<file path="src/core/bil_pkg.sv">
// boot image loader package: timing, image constants, pll defaults, register map
// assumes a 10 MHz system clock and a byte-wide image source
`default_nettype none
package bil_pkg;
  localparam int unsigned CLK_HZ = 10_000_000;
  localparam int unsigned SEQ_MIN_US = 15;
  localparam int unsigned SEQ_MAX_US = 150;
  // least time truncates the clock to whole MHz, at least one cycle
  localparam int unsigned SEQ_MIN_CYC = (SEQ_MIN_US * (CLK_HZ / 1_000_000) < 1) ? 1 :
                                        SEQ_MIN_US * (CLK_HZ / 1_000_000);
  localparam int unsigned SEQ_MAX_CYC = SEQ_MAX_US * (CLK_HZ / 1_000_000);
  localparam int unsigned SEC_BOOT_BIT = 5;
  localparam logic [31:0] CRC_SKIP = 32'h0D15AB1E;
  localparam logic [31:0] CRC_POLY = 32'hEDB88320;
  localparam logic [31:0] CRC_INIT = 32'hFFFFFFFF;
  localparam logic [31:0] RAM_BASE = 32'h00000000;
  localparam logic [31:0] OTP_BASE = 32'h00000000;
  localparam logic [2:0] PLL_OD_BOOT = 3'h1;
  localparam logic [11:0] PLL_F_BOOT = 12'h03F;
  localparam logic [5:0] PLL_R_BOOT = 6'h00;
  // register map
  localparam logic [3:0] REG_PLL_CFG = 4'h0;
  localparam logic [3:0] REG_STATUS = 4'h4;
  localparam logic [3:0] REG_LENGTH = 4'h8;
  localparam logic [3:0] REG_CRC = 4'hC;
  localparam int unsigned PLL_R_LSB = 0;
  localparam int unsigned PLL_F_LSB = 8;
  localparam int unsigned PLL_OD_LSB = 20;
  typedef struct packed {
    logic [2:0] output_divider;
    logic [11:0] feedback;
    logic [5:0] ref_div;
  } bil_pll_t;
  typedef struct packed {
    logic we;
    logic [31:0] addr;
    logic [31:0] data;
  } bil_ram_wr_t;
  typedef enum logic [1:0] {
    BIL_SRC_NONE,
    BIL_SRC_OTP,
    BIL_SRC_FLASH
  } bil_src_t;
endpackage
`default_nettype wire

</file>
<file path="src/core/bil_loader.sv">
// boot image loader for one tile: reset sequence, source pick, image copy, crc check, pll
// assumes a byte source with valid/ready and a ram write port that never stalls
// Functional notes
// - while reset pin is low, pins are pulled down and execution does not start.
// - after reset release, wait 15 to 150 us before booting.
// - security bit 5 set selects otp boot, otherwise embedded flash.
// - image starts with a 32-bit word count, then that many program words.
// - word after program is crc; skip sentinel disables the check.
// - length and crc words are least significant byte first.
// - program copied to lowest ram address, execution starts there.
// - crc covers the length word and all program bytes, not the crc word.
// - crc uses the reflected ethernet polynomial.
// - crc preset all ones, residue inverted before compare.
// - boot pll setting is output divider 1, feedback 63, reference divider 0.
// - tile clock is osc times (f+1)/2 over (r+1) over (od+1).
// - pll fields change by a write to the pll configuration register.
// - secure boot starts from otp address zero, bypassing the boot rom.
`default_nettype none
module bil_loader #(
  parameter int unsigned SEQ_CYCLES = bil_pkg::SEQ_MIN_CYC
) (
  // clock and reset
  input wire logic clk_sys,
  input wire logic srst,
  // pins
  input wire logic rst_pin_n,
  output logic gpio_pull_down,
  // security register from otp
  input wire logic [31:0] security_reg,
  // boot byte stream from the selected source
  input wire logic [7:0] src_byte,
  input wire logic src_valid,
  output logic src_ready,
  output logic src_start,
  output bil_pkg::bil_src_t src_sel,
  output logic [31:0] src_addr,
  // ram write
  output bil_pkg::bil_ram_wr_t ram_wr,
  // execution control
  output logic exec_start,
  output logic [31:0] exec_addr,
  output logic boot_fail,
  // pll setting
  output bil_pkg::bil_pll_t pll_cfg,
  // register port
  input wire logic [3:0] reg_addr,
  input wire logic [31:0] reg_wdata,
  input wire logic reg_we,
  input wire logic reg_re,
  output logic [31:0] reg_rdata
);
  initial begin
    if (SEQ_CYCLES < bil_pkg::SEQ_MIN_CYC || SEQ_CYCLES > bil_pkg::SEQ_MAX_CYC) begin
      $error("SEQ_CYCLES outside the reset sequence window");
    end
  end

  typedef enum logic [2:0] {
    ST_RESET, ST_SEQ, ST_LEN, ST_PROG, ST_CRC, ST_RUN, ST_FAIL
  } bil_state_t;

  // three-flop sync of the reset pin; change counts when stages 2 and 3 agree
  logic [2:0] rst_sync_q;
  logic rst_rel_q;
  always_ff @(posedge clk_sys) begin
    if (srst) begin
      rst_sync_q <= 3'h0;
      rst_rel_q <= 1'b0;
    end else begin
      rst_sync_q <= {rst_sync_q[1:0], rst_pin_n};
      if (rst_sync_q[2] == rst_sync_q[1]) begin
        rst_rel_q <= rst_sync_q[2];
      end
    end
  end

  bil_state_t state_q;
  logic [$clog2(bil_pkg::SEQ_MAX_CYC+1)-1:0] seq_cnt_q;
  logic [1:0] byte_idx_q;
  logic [31:0] word_q, len_q, words_left_q, crc_stored_q, crc_q, wr_addr_q;
  logic crc_ok_q;

  // one byte through the reflected crc, lsb first
  function automatic logic [31:0] crc_byte(input logic [31:0] c, input logic [7:0] b);
    logic [31:0] r;
    r = c ^ {24'h000000, b};
    for (int i = 0; i < 8; i++) begin
      r = r[0] ? ((r >> 1) ^ bil_pkg::CRC_POLY) : (r >> 1);
    end
    return r;
  endfunction

  logic take;
  logic [31:0] word_d;
  logic [31:0] crc_final;
  always_comb begin
    take = src_valid && src_ready;
    // bytes enter at the top and shift down: first byte ends least significant
    word_d = {src_byte, word_q[31:8]};
    crc_final = ~crc_q;
  end

  logic secure;
  assign secure = security_reg[bil_pkg::SEC_BOOT_BIT];

  always_ff @(posedge clk_sys) begin
    if (srst || !rst_rel_q) begin
      state_q <= ST_RESET;
      seq_cnt_q <= '0;
    end else begin
      unique case (state_q)
        ST_RESET: begin
          state_q <= ST_SEQ;
          seq_cnt_q <= '0;
        end
        ST_SEQ: begin
          seq_cnt_q <= seq_cnt_q + 1'b1;
          if (32'(seq_cnt_q) + 32'd1 >= SEQ_CYCLES) begin
            state_q <= ST_LEN;
          end
        end
        ST_LEN: begin
          if (take && byte_idx_q == 2'h3) begin
            state_q <= (word_d == 32'h0) ? ST_CRC : ST_PROG;
          end
        end
        ST_PROG: begin
          if (take && byte_idx_q == 2'h3 && words_left_q == 32'h1) begin
            state_q <= ST_CRC;
          end
        end
        ST_CRC: begin
          if (take && byte_idx_q == 2'h3) begin
            if (word_d == bil_pkg::CRC_SKIP || word_d == crc_final) begin
              state_q <= ST_RUN;
            end else begin
              state_q <= ST_FAIL;
            end
          end
        end
        ST_RUN: state_q <= ST_RUN;
        ST_FAIL: state_q <= ST_FAIL;
      endcase
    end
  end

  // byte assembly, counts and crc
  always_ff @(posedge clk_sys) begin
    if (srst || state_q == ST_RESET || state_q == ST_SEQ) begin
      byte_idx_q <= 2'h0;
      word_q <= 32'h0;
      len_q <= 32'h0;
      words_left_q <= 32'h0;
      crc_stored_q <= 32'h0;
      crc_q <= bil_pkg::CRC_INIT;
      wr_addr_q <= bil_pkg::RAM_BASE;
    end else if (take) begin
      byte_idx_q <= byte_idx_q + 2'h1;
      word_q <= word_d;
      if (state_q != ST_CRC) begin
        crc_q <= crc_byte(crc_q, src_byte);
      end
      if (byte_idx_q == 2'h3) begin
        if (state_q == ST_LEN) begin
          len_q <= word_d;
          words_left_q <= word_d;
        end else if (state_q == ST_PROG) begin
          words_left_q <= words_left_q - 32'h1;
          wr_addr_q <= wr_addr_q + 32'h4;
        end else begin
          crc_stored_q <= word_d;
        end
      end
    end
  end

  // ram write, source handshake, execution outputs
  always_ff @(posedge clk_sys) begin
    if (srst) begin
      ram_wr <= '0;
      src_ready <= 1'b0;
      src_start <= 1'b0;
      src_sel <= bil_pkg::BIL_SRC_NONE;
      src_addr <= 32'h0;
      exec_start <= 1'b0;
      exec_addr <= 32'h0;
      boot_fail <= 1'b0;
      crc_ok_q <= 1'b0;
      gpio_pull_down <= 1'b1;
    end else begin
      gpio_pull_down <= !rst_rel_q;
      ram_wr.we <= take && state_q == ST_PROG && byte_idx_q == 2'h3;
      ram_wr.addr <= wr_addr_q;
      ram_wr.data <= word_d;
      src_start <= (state_q == ST_SEQ) && (32'(seq_cnt_q) + 32'd1 >= SEQ_CYCLES);
      if (state_q == ST_SEQ) begin
        src_sel <= secure ? bil_pkg::BIL_SRC_OTP : bil_pkg::BIL_SRC_FLASH;
        src_addr <= bil_pkg::OTP_BASE;
      end
      src_ready <= rst_rel_q && (state_q == ST_LEN || state_q == ST_PROG || state_q == ST_CRC)
                   && !(take && byte_idx_q == 2'h3 && (state_q == ST_CRC ||
                        (state_q == ST_PROG && words_left_q == 32'h1)));
      exec_start <= rst_rel_q && state_q == ST_RUN;
      exec_addr <= bil_pkg::RAM_BASE;
      boot_fail <= rst_rel_q && state_q == ST_FAIL;
      if (state_q == ST_CRC && take && byte_idx_q == 2'h3) begin
        crc_ok_q <= word_d == crc_final;
      end
    end
  end

  // pll configuration register; boot value restored by reset
  always_ff @(posedge clk_sys) begin
    if (srst) begin
      pll_cfg <= '{output_divider: bil_pkg::PLL_OD_BOOT, feedback: bil_pkg::PLL_F_BOOT,
                   ref_div: bil_pkg::PLL_R_BOOT};
    end else if (reg_we && reg_addr == bil_pkg::REG_PLL_CFG) begin
      // range limits and vco window are left to software
      pll_cfg.ref_div <= reg_wdata[bil_pkg::PLL_R_LSB +: 6];
      pll_cfg.feedback <= reg_wdata[bil_pkg::PLL_F_LSB +: 12];
      pll_cfg.output_divider <= reg_wdata[bil_pkg::PLL_OD_LSB +: 3];
    end
  end
  // tile clock follows osc*(f+1)/2/(r+1)/(od+1) in the analog pll itself

  always_ff @(posedge clk_sys) begin
    if (srst) begin
      reg_rdata <= 32'h0;
    end else if (reg_re) begin
      unique case (reg_addr)
        bil_pkg::REG_PLL_CFG: begin
          reg_rdata <= 32'h0;
          reg_rdata[bil_pkg::PLL_R_LSB +: 6] <= pll_cfg.ref_div;
          reg_rdata[bil_pkg::PLL_F_LSB +: 12] <= pll_cfg.feedback;
          reg_rdata[bil_pkg::PLL_OD_LSB +: 3] <= pll_cfg.output_divider;
        end
        bil_pkg::REG_STATUS: reg_rdata <= {24'h0, 1'b0, crc_ok_q, 3'(state_q),
                                           secure, boot_fail, exec_start};
        bil_pkg::REG_LENGTH: reg_rdata <= len_q;
        bil_pkg::REG_CRC: reg_rdata <= crc_stored_q;
        default: reg_rdata <= 32'h0;
      endcase
    end else begin
      reg_rdata <= 32'h0;
    end
  end

  chk_reset_no_exec: assert property (@(posedge clk_sys) disable iff (srst)
    !rst_rel_q |=> !exec_start && gpio_pull_down) else $error("ran in reset");
  chk_seq_min_wait: assert property (@(posedge clk_sys) disable iff (srst)
    $rose(rst_rel_q) |=> !src_ready [*8]) else $error("boot too early");
  chk_src_pick: assert property (@(posedge clk_sys) disable iff (srst)
    src_start |-> src_sel == (secure ? bil_pkg::BIL_SRC_OTP : bil_pkg::BIL_SRC_FLASH))
    else $error("wrong boot source");
  chk_ram_base: assert property (@(posedge clk_sys) disable iff (srst)
    $rose(state_q == ST_PROG) |-> wr_addr_q == bil_pkg::RAM_BASE)
    else $error("copy not at ram base");
  chk_exec_addr: assert property (@(posedge clk_sys) disable iff (srst)
    exec_start |-> exec_addr == bil_pkg::RAM_BASE) else $error("bad entry");
  chk_fail_halt: assert property (@(posedge clk_sys) disable iff (srst)
    boot_fail |-> !exec_start ##1 (!exec_start || !rst_rel_q)) else $error("ran on fail");
  chk_crc_skip: assert property (@(posedge clk_sys) disable iff (srst)
    state_q == ST_CRC && take && byte_idx_q == 2'h3 && word_d == bil_pkg::CRC_SKIP
    |=> state_q == ST_RUN) else $error("skip ignored");
  chk_pll_write: assert property (@(posedge clk_sys) disable iff (srst)
    reg_we && reg_addr == bil_pkg::REG_PLL_CFG |=>
    pll_cfg.feedback == $past(reg_wdata[19:8])) else $error("pll write lost");

  // cycles since the synchronised pin release, saturating
  // only the wait checks read it, so it costs nothing in the boot path
  logic [$clog2(bil_pkg::SEQ_MAX_CYC+8)-1:0] rel_cnt_q;
  always_ff @(posedge clk_sys) begin
    if (srst || !rst_rel_q) begin
      rel_cnt_q <= '0;
    end else if (rel_cnt_q != '1) begin
      rel_cnt_q <= rel_cnt_q + 1'b1;
    end
  end

  // the start pulse lands one cycle after the counted wait
  chk_seq_window: assert property (@(posedge clk_sys) disable iff (srst)
    src_start |-> 32'(rel_cnt_q) >= SEQ_CYCLES && 32'(rel_cnt_q) <= SEQ_CYCLES + 32'd2)
    else $error("boot start outside wait window");

  chk_ready_in_reset: assert property (@(posedge clk_sys) disable iff (srst)
    !rst_rel_q |=> !src_ready)
    else $error("byte taken in reset");

  chk_pull_release: assert property (@(posedge clk_sys) disable iff (srst)
    rst_rel_q |=> !gpio_pull_down)
    else $error("pull down kept after release");

  chk_src_addr: assert property (@(posedge clk_sys) disable iff (srst)
    src_start |-> src_addr == bil_pkg::OTP_BASE)
    else $error("source start address");

  chk_len_zero: assert property (@(posedge clk_sys) disable iff (srst)
    rst_rel_q && state_q == ST_LEN && take && byte_idx_q == 2'h3 && word_d == 32'h0
    |=> state_q == ST_CRC)
    else $error("empty image not sent to crc");

  chk_addr_step: assert property (@(posedge clk_sys) disable iff (srst)
    ram_wr.we && rst_rel_q |-> ram_wr.addr == wr_addr_q - 32'h4)
    else $error("ram address step");

  // preset is loaded throughout the wait, so the first byte sees all ones
  chk_crc_preset: assert property (@(posedge clk_sys) disable iff (srst)
    state_q == ST_SEQ |=> crc_q == bil_pkg::CRC_INIT)
    else $error("crc preset");

  chk_crc_match: assert property (@(posedge clk_sys) disable iff (srst)
    rst_rel_q && state_q == ST_CRC && take && byte_idx_q == 2'h3 && word_d == crc_final
    |=> state_q == ST_RUN)
    else $error("good crc refused");

  chk_crc_bad: assert property (@(posedge clk_sys) disable iff (srst)
    rst_rel_q && state_q == ST_CRC && take && byte_idx_q == 2'h3 &&
    word_d != crc_final && word_d != bil_pkg::CRC_SKIP |=> state_q == ST_FAIL)
    else $error("bad crc accepted");

  chk_fail_sticky: assert property (@(posedge clk_sys) disable iff (srst)
    rst_rel_q && state_q == ST_FAIL |=> state_q == ST_FAIL)
    else $error("left failure halt");

  // once the image is done no further byte may be consumed
  chk_done_idle: assert property (@(posedge clk_sys) disable iff (srst)
    (state_q == ST_RUN || state_q == ST_FAIL) |-> !src_ready)
    else $error("byte taken after image");

  chk_pll_hold: assert property (@(posedge clk_sys) disable iff (srst)
    !(reg_we && reg_addr == bil_pkg::REG_PLL_CFG) |=> $stable(pll_cfg))
    else $error("pll changed without write");

  chk_pll_ref: assert property (@(posedge clk_sys) disable iff (srst)
    reg_we && reg_addr == bil_pkg::REG_PLL_CFG |=>
    pll_cfg.ref_div == $past(reg_wdata[5:0]) &&
    pll_cfg.output_divider == $past(reg_wdata[22:20]))
    else $error("pll divider write lost");

  chk_exec_level: assert property (@(posedge clk_sys) disable iff (srst)
    rst_rel_q && state_q == ST_RUN |=> exec_start)
    else $error("run without start");
endmodule
`default_nettype wire

</file>
<file path="config.mk">
export PLATFORM = sky130hd
export DESIGN_NAME = bil_loader
export DESIGN_NICKNAME = d
export VERILOG_FILES = /design/src/core/bil_pkg.sv /design/src/core/bil_loader.sv
export SDC_FILE = /design/constraint.sdc
export NUM_CORES = 1
export LEC_CHECK = 0
export BUFFER_PORTS_ARGS = -buffer_cell sky130_fd_sc_hd__buf_2
export CORE_ASPECT_RATIO = 1.25
export CORE_MARGIN = 3
export CORE_UTILIZATION = 30
export DETAILED_ROUTE_END_ITERATION = 8
export HOLD_SLACK_MARGIN = 0.03
export RECOVER_POWER = 100
export SYNTH_ARGS = -nofsm -noshare
export SYNTH_HDL_FRONTEND = slang
export SYNTH_SLANG_ARGS = --single-unit
</file>
<file path="constraint.sdc">
create_clock -name clk_sys -period 3.6 [get_ports clk_sys]
set_clock_uncertainty 0.15 [all_clocks]
set_input_delay 0 -clock clk_sys [delete_from_list [all_inputs] [get_ports clk_sys]]
set_output_delay 0 -clock clk_sys [all_outputs]
set_load 0.005 [all_outputs]
</file>
==> results by group, run 1 <==
Worst setup path
  – Critical path required time: 3.96 ns
  – Crit-path max cell delay: 0.81 ns
  – Worst Setup End Kind: flop
  – Crit path cell chain: or2_0, nand2b_2, buf_6, a21oi_1
  – Critical-path top delay cell: nand2b_2
  – Crit path buf inv count: 1
  – Worst path arrival time: 3.52 ns
  – CP Max Fanout: 77
  – Delay-heaviest family, CP: simple AND/OR/NAND/NOR gates
  – Critical path class: flop to flop
  – Startpoint types: flop

STA
  – Setup TNS Final: 0 ns
  – Final setup violation count: 0
  – Fin crit share: 87.91%
  – Max-slew violation count: 41
  – Final Hold Fails: 0
  – RSZ-0062 raised after global routing: no
  – Slew HR: -31.91%
  – Slew at the pin closest to its max-slew limit: ~2 ns
  – Max Freq: about 320 MHz
  – Hold_ws: around 0.048 ns
  – Final min period: 3.165 ns

Finish
  – Final net count: 1963
  – Area growth syn-to-layout: 19.21%
  – Fin cells: around 2.5k
  – Layout cells sized above 1: under 10%

Logic synthesis
  – Post-synthesis cell type count: 65
  – Ranking of synthesized cells by area: dfxtp_1, nand2_1, xnor2_1, a21oi_1, buf_4
  – Syn Area/Cell: 8.289 sq um
  – Share of the synthesized area in the top cell type: 45.88%
  – Largest area contributor in the netlist: dfxtp_1
  – Post-synth EDFFs: 0
  – Asr flop ratio synth: 0%
  – Main flop type after synthesis: dfxtp_1
  – Syn. warnings: 0
  – Most frequent cells after synthesis: nand2_1, dfxtp_1, a21oi_1
  – Synthesized cell area: 14220 sq um
  – Flops & latches, synth: 326
  – Cells after Synth: 1716
  – Most frequent cell after synthesis: nand2_1
  – Sequential area share after synthesis: 45.88%

Floorplan
  – I/O pins: 271
  – Core area: 46460 sq um
  – Full die area: 50080 sq um
  – Rows: 88
  – Die H: 249.4 um
  – Die X: 200.8 um
  – Initial Util: about 31%

Detailed routing
  – Residual DRC count: 0
  – Iter 0 DRT Violations: around 940
  – Routed Wire Length: 41.53 mm
  – Routed Antenna Nets: 0
  – Post-DR wirelength/cell: 16.41 um
  – Via count of the routed design: about 12k
  – Detailed Routing Iterations Pass 1: 6
  – Vias per inst: 4.842

Job
  – Max Cap Violations: 1

Global route
  – GRT overflow: 0
  – Global-route wire length before repair: 65.42 mm
  – Largest net degree at the start of global routing: a little under 80
  – Initial antenna violation count: 0
  – Vias in the first global route: 11.93k
  – Overall Global Routing Usage: between 10% and 20%

Placed design
  – Buffers on Ports: about 160
  – Placed cells: around 2.4k
  – Placer Congestion: 0.8610
  – Detailed placer's ending HPWL: 27.59 mm

CTS
  – H-tree depth: 1
  – CTS Buf Count: 31
  – CTS tree: done
  – Clock slew seen by the registers of the worst setup and hold paths: 0.07 ns
  – # clock sinks: 326
  – Clock latency on the worst-skew pair: 0.58 ns
  – Clk buf depth: 3
  – CTS root buf: clkbuf_16
  – Post-CTS Repair Setup Buffers: 0

Power
  – VDD IR max: ~440 uV
  – Total Power: 0.007461 W
  – Leak: 5.931 nW
  – P per Cell Area: 440.0 nW/um^2

Run status
  – Outcome: finished with violations
  – Failing checks: capacitance limit, slew limit

Worst hold path
  – Hold Crit Class: input port to flop
-- where the power goes --
group | internal [W] | switching [W]
clock | 0.00200 | 0.00151
sequential | 0.00361 | 0.00000535
combinational | 0.000145 | 0.000190
-- state kept, by name, indices dropped and copies added (netlist names) --
| register | cells |
|---|---|
| src_start | 1 |
| gpio_pull_down | 1 |
| boot_fail | 1 |
| state_q | 3 |
| words_left_q | 32 |
| crc_stored_q | 32 |
| rst_rel_q | 1 |
| crc_q | 32 |
| src_sel | 2 |
| exec_start | 1 |
| rst_sync_q | 3 |
| word_q | 24 |
| ram_wr | 63 |
| len_q | 32 |
| wr_addr_q | 30 |
| seq_cnt_q | 11 |
| reg_rdata | 32 |
| src_ready | 1 |
| crc_ok_q | 1 |
| pll_cfg | 21 |
| byte_idx_q | 2 |
-- final timing paths --
check                start  cells after the start       endpoint  slack, ns
max             state_q[1]                      4     word_q[26]       0.44
min                 reg_we                      4    pll_cfg[17]       0.05
max reg2reg     state_q[1]                      4     word_q[26]       0.44
min reg2reg  rst_sync_q[0]                      1  rst_sync_q[1]       0.29
-- cells in the final DEF (no fill, tap or decap), types with 18 or more instances in the layout --
master         netlist  final
o211ai_1            34     34
buf_2                6     80
clkbuf_1           121     85
nor2b_1             64     64
xor2_1              28     28
a22oi_1             49     49
nor3_1              22     22
dlygate4sd3_1        0     73
dfxtp_1            326    326
conb_1               1     66
nor4_1              40     40
o21ai_0             46     46
nand3_1             18     18
nand2_1            345    345
inv_1               21     21
xnor2_1            103    103
clkbuf_16            0     31
nor2_1             100     97
a21oi_1            162    162
-- stage by stage --
step                utilization (%)  area [sq um]  worst slack [ns]
floorplan                         -         14470             1.114
CTS                           36.82         17110            0.6688
global placement              32.90         15290            0.7937
global route                  36.49         16950            0.2129
detailed placement            32.90         15290            0.7251
finish                        36.49         16960            0.4353
-- worst min-delay path, delay by kind of cell --
family	cells	cell delay, ns
compound gates	1	0.06
buf+inv	1	0.10
simple gates	2	0.56
-- what timing repair did --
item | CTS | global route
endpoints found under the hold margin | 172 | 0
gates resized for setup | 0 | 0
hold buffers | 73 | 0
setup endpoints to repair | 0 | 0
-- logic make-up after synthesis --
logic type,share of synthesized area [%]
AO/OA/AOI/OAI,14.54
XOR/XNOR,8.638
adder cells (fa/ha/maj),0.5278
buffers and inverters,7.636
flip-flops,45.88
multiplexers,0.5806
other,0.02636
AND/OR/NAND/NOR,22.17
-- cell type report --
| cell class | count | area (sq um) |
|---|---|---|
| clock buffers | 34 | 807.0 |
| diodes | 1 | 2.502 |
| repair buffers | 258 | 1612 |
| well taps | 630 | 788.3 |
| flip-flops and latches | 326 | 6526 |
| clock inverters | 24 | 282.8 |
| fillers | 4803 | 29510 |
| multi-input cells | 1236 | 6855 |
| inverters | 22 | 82.58 |
-- routing by layer --
metal  GRT usage, %  vias to the layer above  wire length (um)
met5              0                        -                 0
met2          27.78                      380             20260
met3          1.892                       95              2035
met1          19.12                     5793             17330
li1               -                     5987                 -
met4          7.732                        0              1903
Note: power is estimated with default switching activity, not from simulation.
==> inputs of run 2 (changes only) <==
- CORE_UTILIZATION: 30 -> 45
- PLACE_DENSITY: default -> 0.67
==> results by group, run 2 (synthesis results as in run 1) <==
Worst setup path
  – R2R depth: 7 (+3)
  – CP Max Fanout: 15 (-81%)
  – Reg-to-Reg End: words_left_q[25]
  – Worst path arrival time: 3.60 ns (+0.08 ns)
  – Critical R2R Launch: byte_idx_q[0]
  – FF-to-FF setup slack: 0.45 ns (about the same)
  – Worst Setup End Kind: flop
  – Startpoint types: input port
  – Critical path required time: 3.95 ns (about the same)
  – Critical path class: input port to flop

Placed design
  – Buffers on Ports: 162 (unchanged)
  – Detailed placer's ending HPWL: 25.66 mm (-7.0%)
  – Pre-CTS WS: 0.6716 ns (-0.05351 ns)
  – Placer Congestion: 0.8532 (-0.91%)

Power
  – Leak: 5.810 nW (-2.0%)
  – Total Power: 0.007111 W (-4.7%)
  – P per Cell Area: 434.1 nW/um^2 (-1.3%)
  – VDD IR max: 345.7 uV (-21%)

Finish
  – Area growth syn-to-layout: 15.17%
  – Most frequent cells in the layout: nand2_1, dfxtp_1, a21oi_1, xnor2_1, nor2_1
  – Max reg flops: 63 (unchanged)
  – Ant. Diodes: 0 (-1)
  – Biggest register: ram_wr
  – Util after Layout: 52.71% (+16 points)
  – Filler cell count: 2948 (-39%)
  – Commonest non-fill, non-tap cell in the layout: nand2_1
  – Final net count: 1947 (-0.82%)
  – Layout cells sized above 1: 8.568% (-0.69 points)

Global route
  – Overall Global Routing Usage: 22.36% (+6.6 points)
  – Initial antenna violation count: 0 (unchanged)
  – Global-route wire length before repair: 60.81 mm (-7.0%)
  – Largest net degree at the start of global routing: 85 (+9.0%)
  – GRT overflow: 0 (unchanged)
  – Vias in the first global route: 11.32k (-5.1%)

CTS
  – Post-CTS sizing: 0 (unchanged)
  – CTS root buf: clkbuf_16
  – Clock slew seen by the registers of the worst setup and hold paths: 0.06 ns (about the same)
  – CTS tree: done
  – H-tree depth: 1 (unchanged)
  – Clk buf depth: 3 (unchanged)
  – # clock sinks: 326 (unchanged)
  – Clock latency on the worst-skew pair: 0.56 ns (-0.02 ns)
  – CTS Buf Count: 31 (unchanged)

Detailed routing
  – Routed Wire Length: 39.61 mm (-4.6%)
  – Vias per inst: 5.365 (+11%)
  – Iter 0 DRT Violations: 1112 (+19%)
  – Post-DR wirelength/cell: 17.33 um (+5.6%)
  – Detailed Routing Iterations Pass 1: 6 (unchanged)
  – Routed Antenna Nets: 0 (unchanged)
  – Residual DRC count: 0 (unchanged)
  – Via count of the routed design: 12.26k (+0.073%)

Floorplan
  – Die H: 204.8 um (-18%)
  – Rows: 72 (-18%)
  – Core area: 31080 sq um (-33%)
  – Full die area: 33790 sq um (-33%)
  – Initial Util: 45.76% (+15 points)
  – I/O pins: 271 (unchanged)
  – Die X: 165.0 um (-18%)

STA
  – Slew at the pin closest to its max-slew limit: 2.235 ns (+0.2564 ns)
  – Slew HR: -49.00% (-17 points)
  – Worst setup margin: 0.3482 ns (-0.08713 ns)
  – Final Hold Fails: 0 (unchanged)
  – RSZ-0062 raised after global routing: no
  – Fin crit share: 90.33% (+2.4 points)
  – Max Freq: 307.5 MHz (-2.7%)
  – Final min period: 3.252 ns (+0.08712 ns)
  – Final setup violation count: 0 (unchanged)
  – Hold_ws: 0.04539 ns (-0.002502 ns)
  – Setup TNS Final: 0 ns (unchanged)
  – Max-slew violation count: 47 (+15%)

Worst hold path
  – Hold_sp: reg_wdata[9]
  – Hold Crit Class: input port to flop
  – Hold depth: 4 (unchanged)
  – Min-Delay Endpoint: pll_cfg[7]

Job
  – Max Cap Violations: 1 (unchanged)

Run status
  – Outcome: finished with violations
  – Failing checks: capacitance limit, slew limit
[run 2: how the worst max path moves through the flow]
| stage | from | slack, ns | depth (start not counted) | endpoint |
|---|---|---|---|---|
| detailed placement | state_q[1] | 0.67 | 6 | wr_addr_q[31] |
| CTS | state_q[1] | 0.67 | 6 | wr_addr_q[26] |
| global placement | state_q[1] | 0.72 | 6 | wr_addr_q[26] |
| global route | byte_idx_q[0] | 0.19 | 7 | words_left_q[25] |
| finish | reg_addr[1] | 0.35 | 9 | reg_rdata[14] |
| floorplan | words_left_q[2] | 1.11 | 7 | words_left_q[30] |
[run 2: cell type report]
type	count	area, sq um	share of cell area [%]
clock buffers	42	857.1	5.232
well taps	407	509.2	3.109
clock inverters	11	107.6	0.6569
flip-flops and latches	326	6526	39.84
inverters	22	82.58	0.5041
multi-input cells	1236	6863	41.90
repair buffers	242	1435	8.761
[run 2: per-layer routing]
metal	GRT usage (%)	up-vias	share of wire (%)
li1	-	5937	-
met1	28.11	5795	42
met2	38.42	445	48
met3	3.236	87	6.4
met4	8.660	0	3.6
met5	0	-	0
[run 2: timing repair]
action                                 4_1_cts  5_1_grt
endpoints found under the hold margin      158        0
hold buffers                                56        0
buffers inserted                             0        0
[run 2: power by group]
part           internal [W]  switching (W)  leakage, nW
clock               0.00180        0.00137        0.479
combinational      0.000138       0.000188         2.70
sequential          0.00362     0.00000553         2.63
[run 2: worst max-delay path, cell delays in order]
cell           delay [ns]
dlygate4sd3_1        0.53
clkbuf_1             0.14
nor2_1               0.18
nand2_1              0.07
nor2_1               0.69
dlygate4sd3_1        1.12
nand2_1              0.13
a21oi_1              0.15
dlygate4sd3_1        0.57
[run 2: per-stage QoR]
stage / cells / cell area (sq um)
CTS: 2286 / 16530
global route: 2286 / 16380
floorplan: 1781 / 14470
detailed placement: 2177 / 15000
finish: 2286 / 16380
global placement: 2177 / 15000
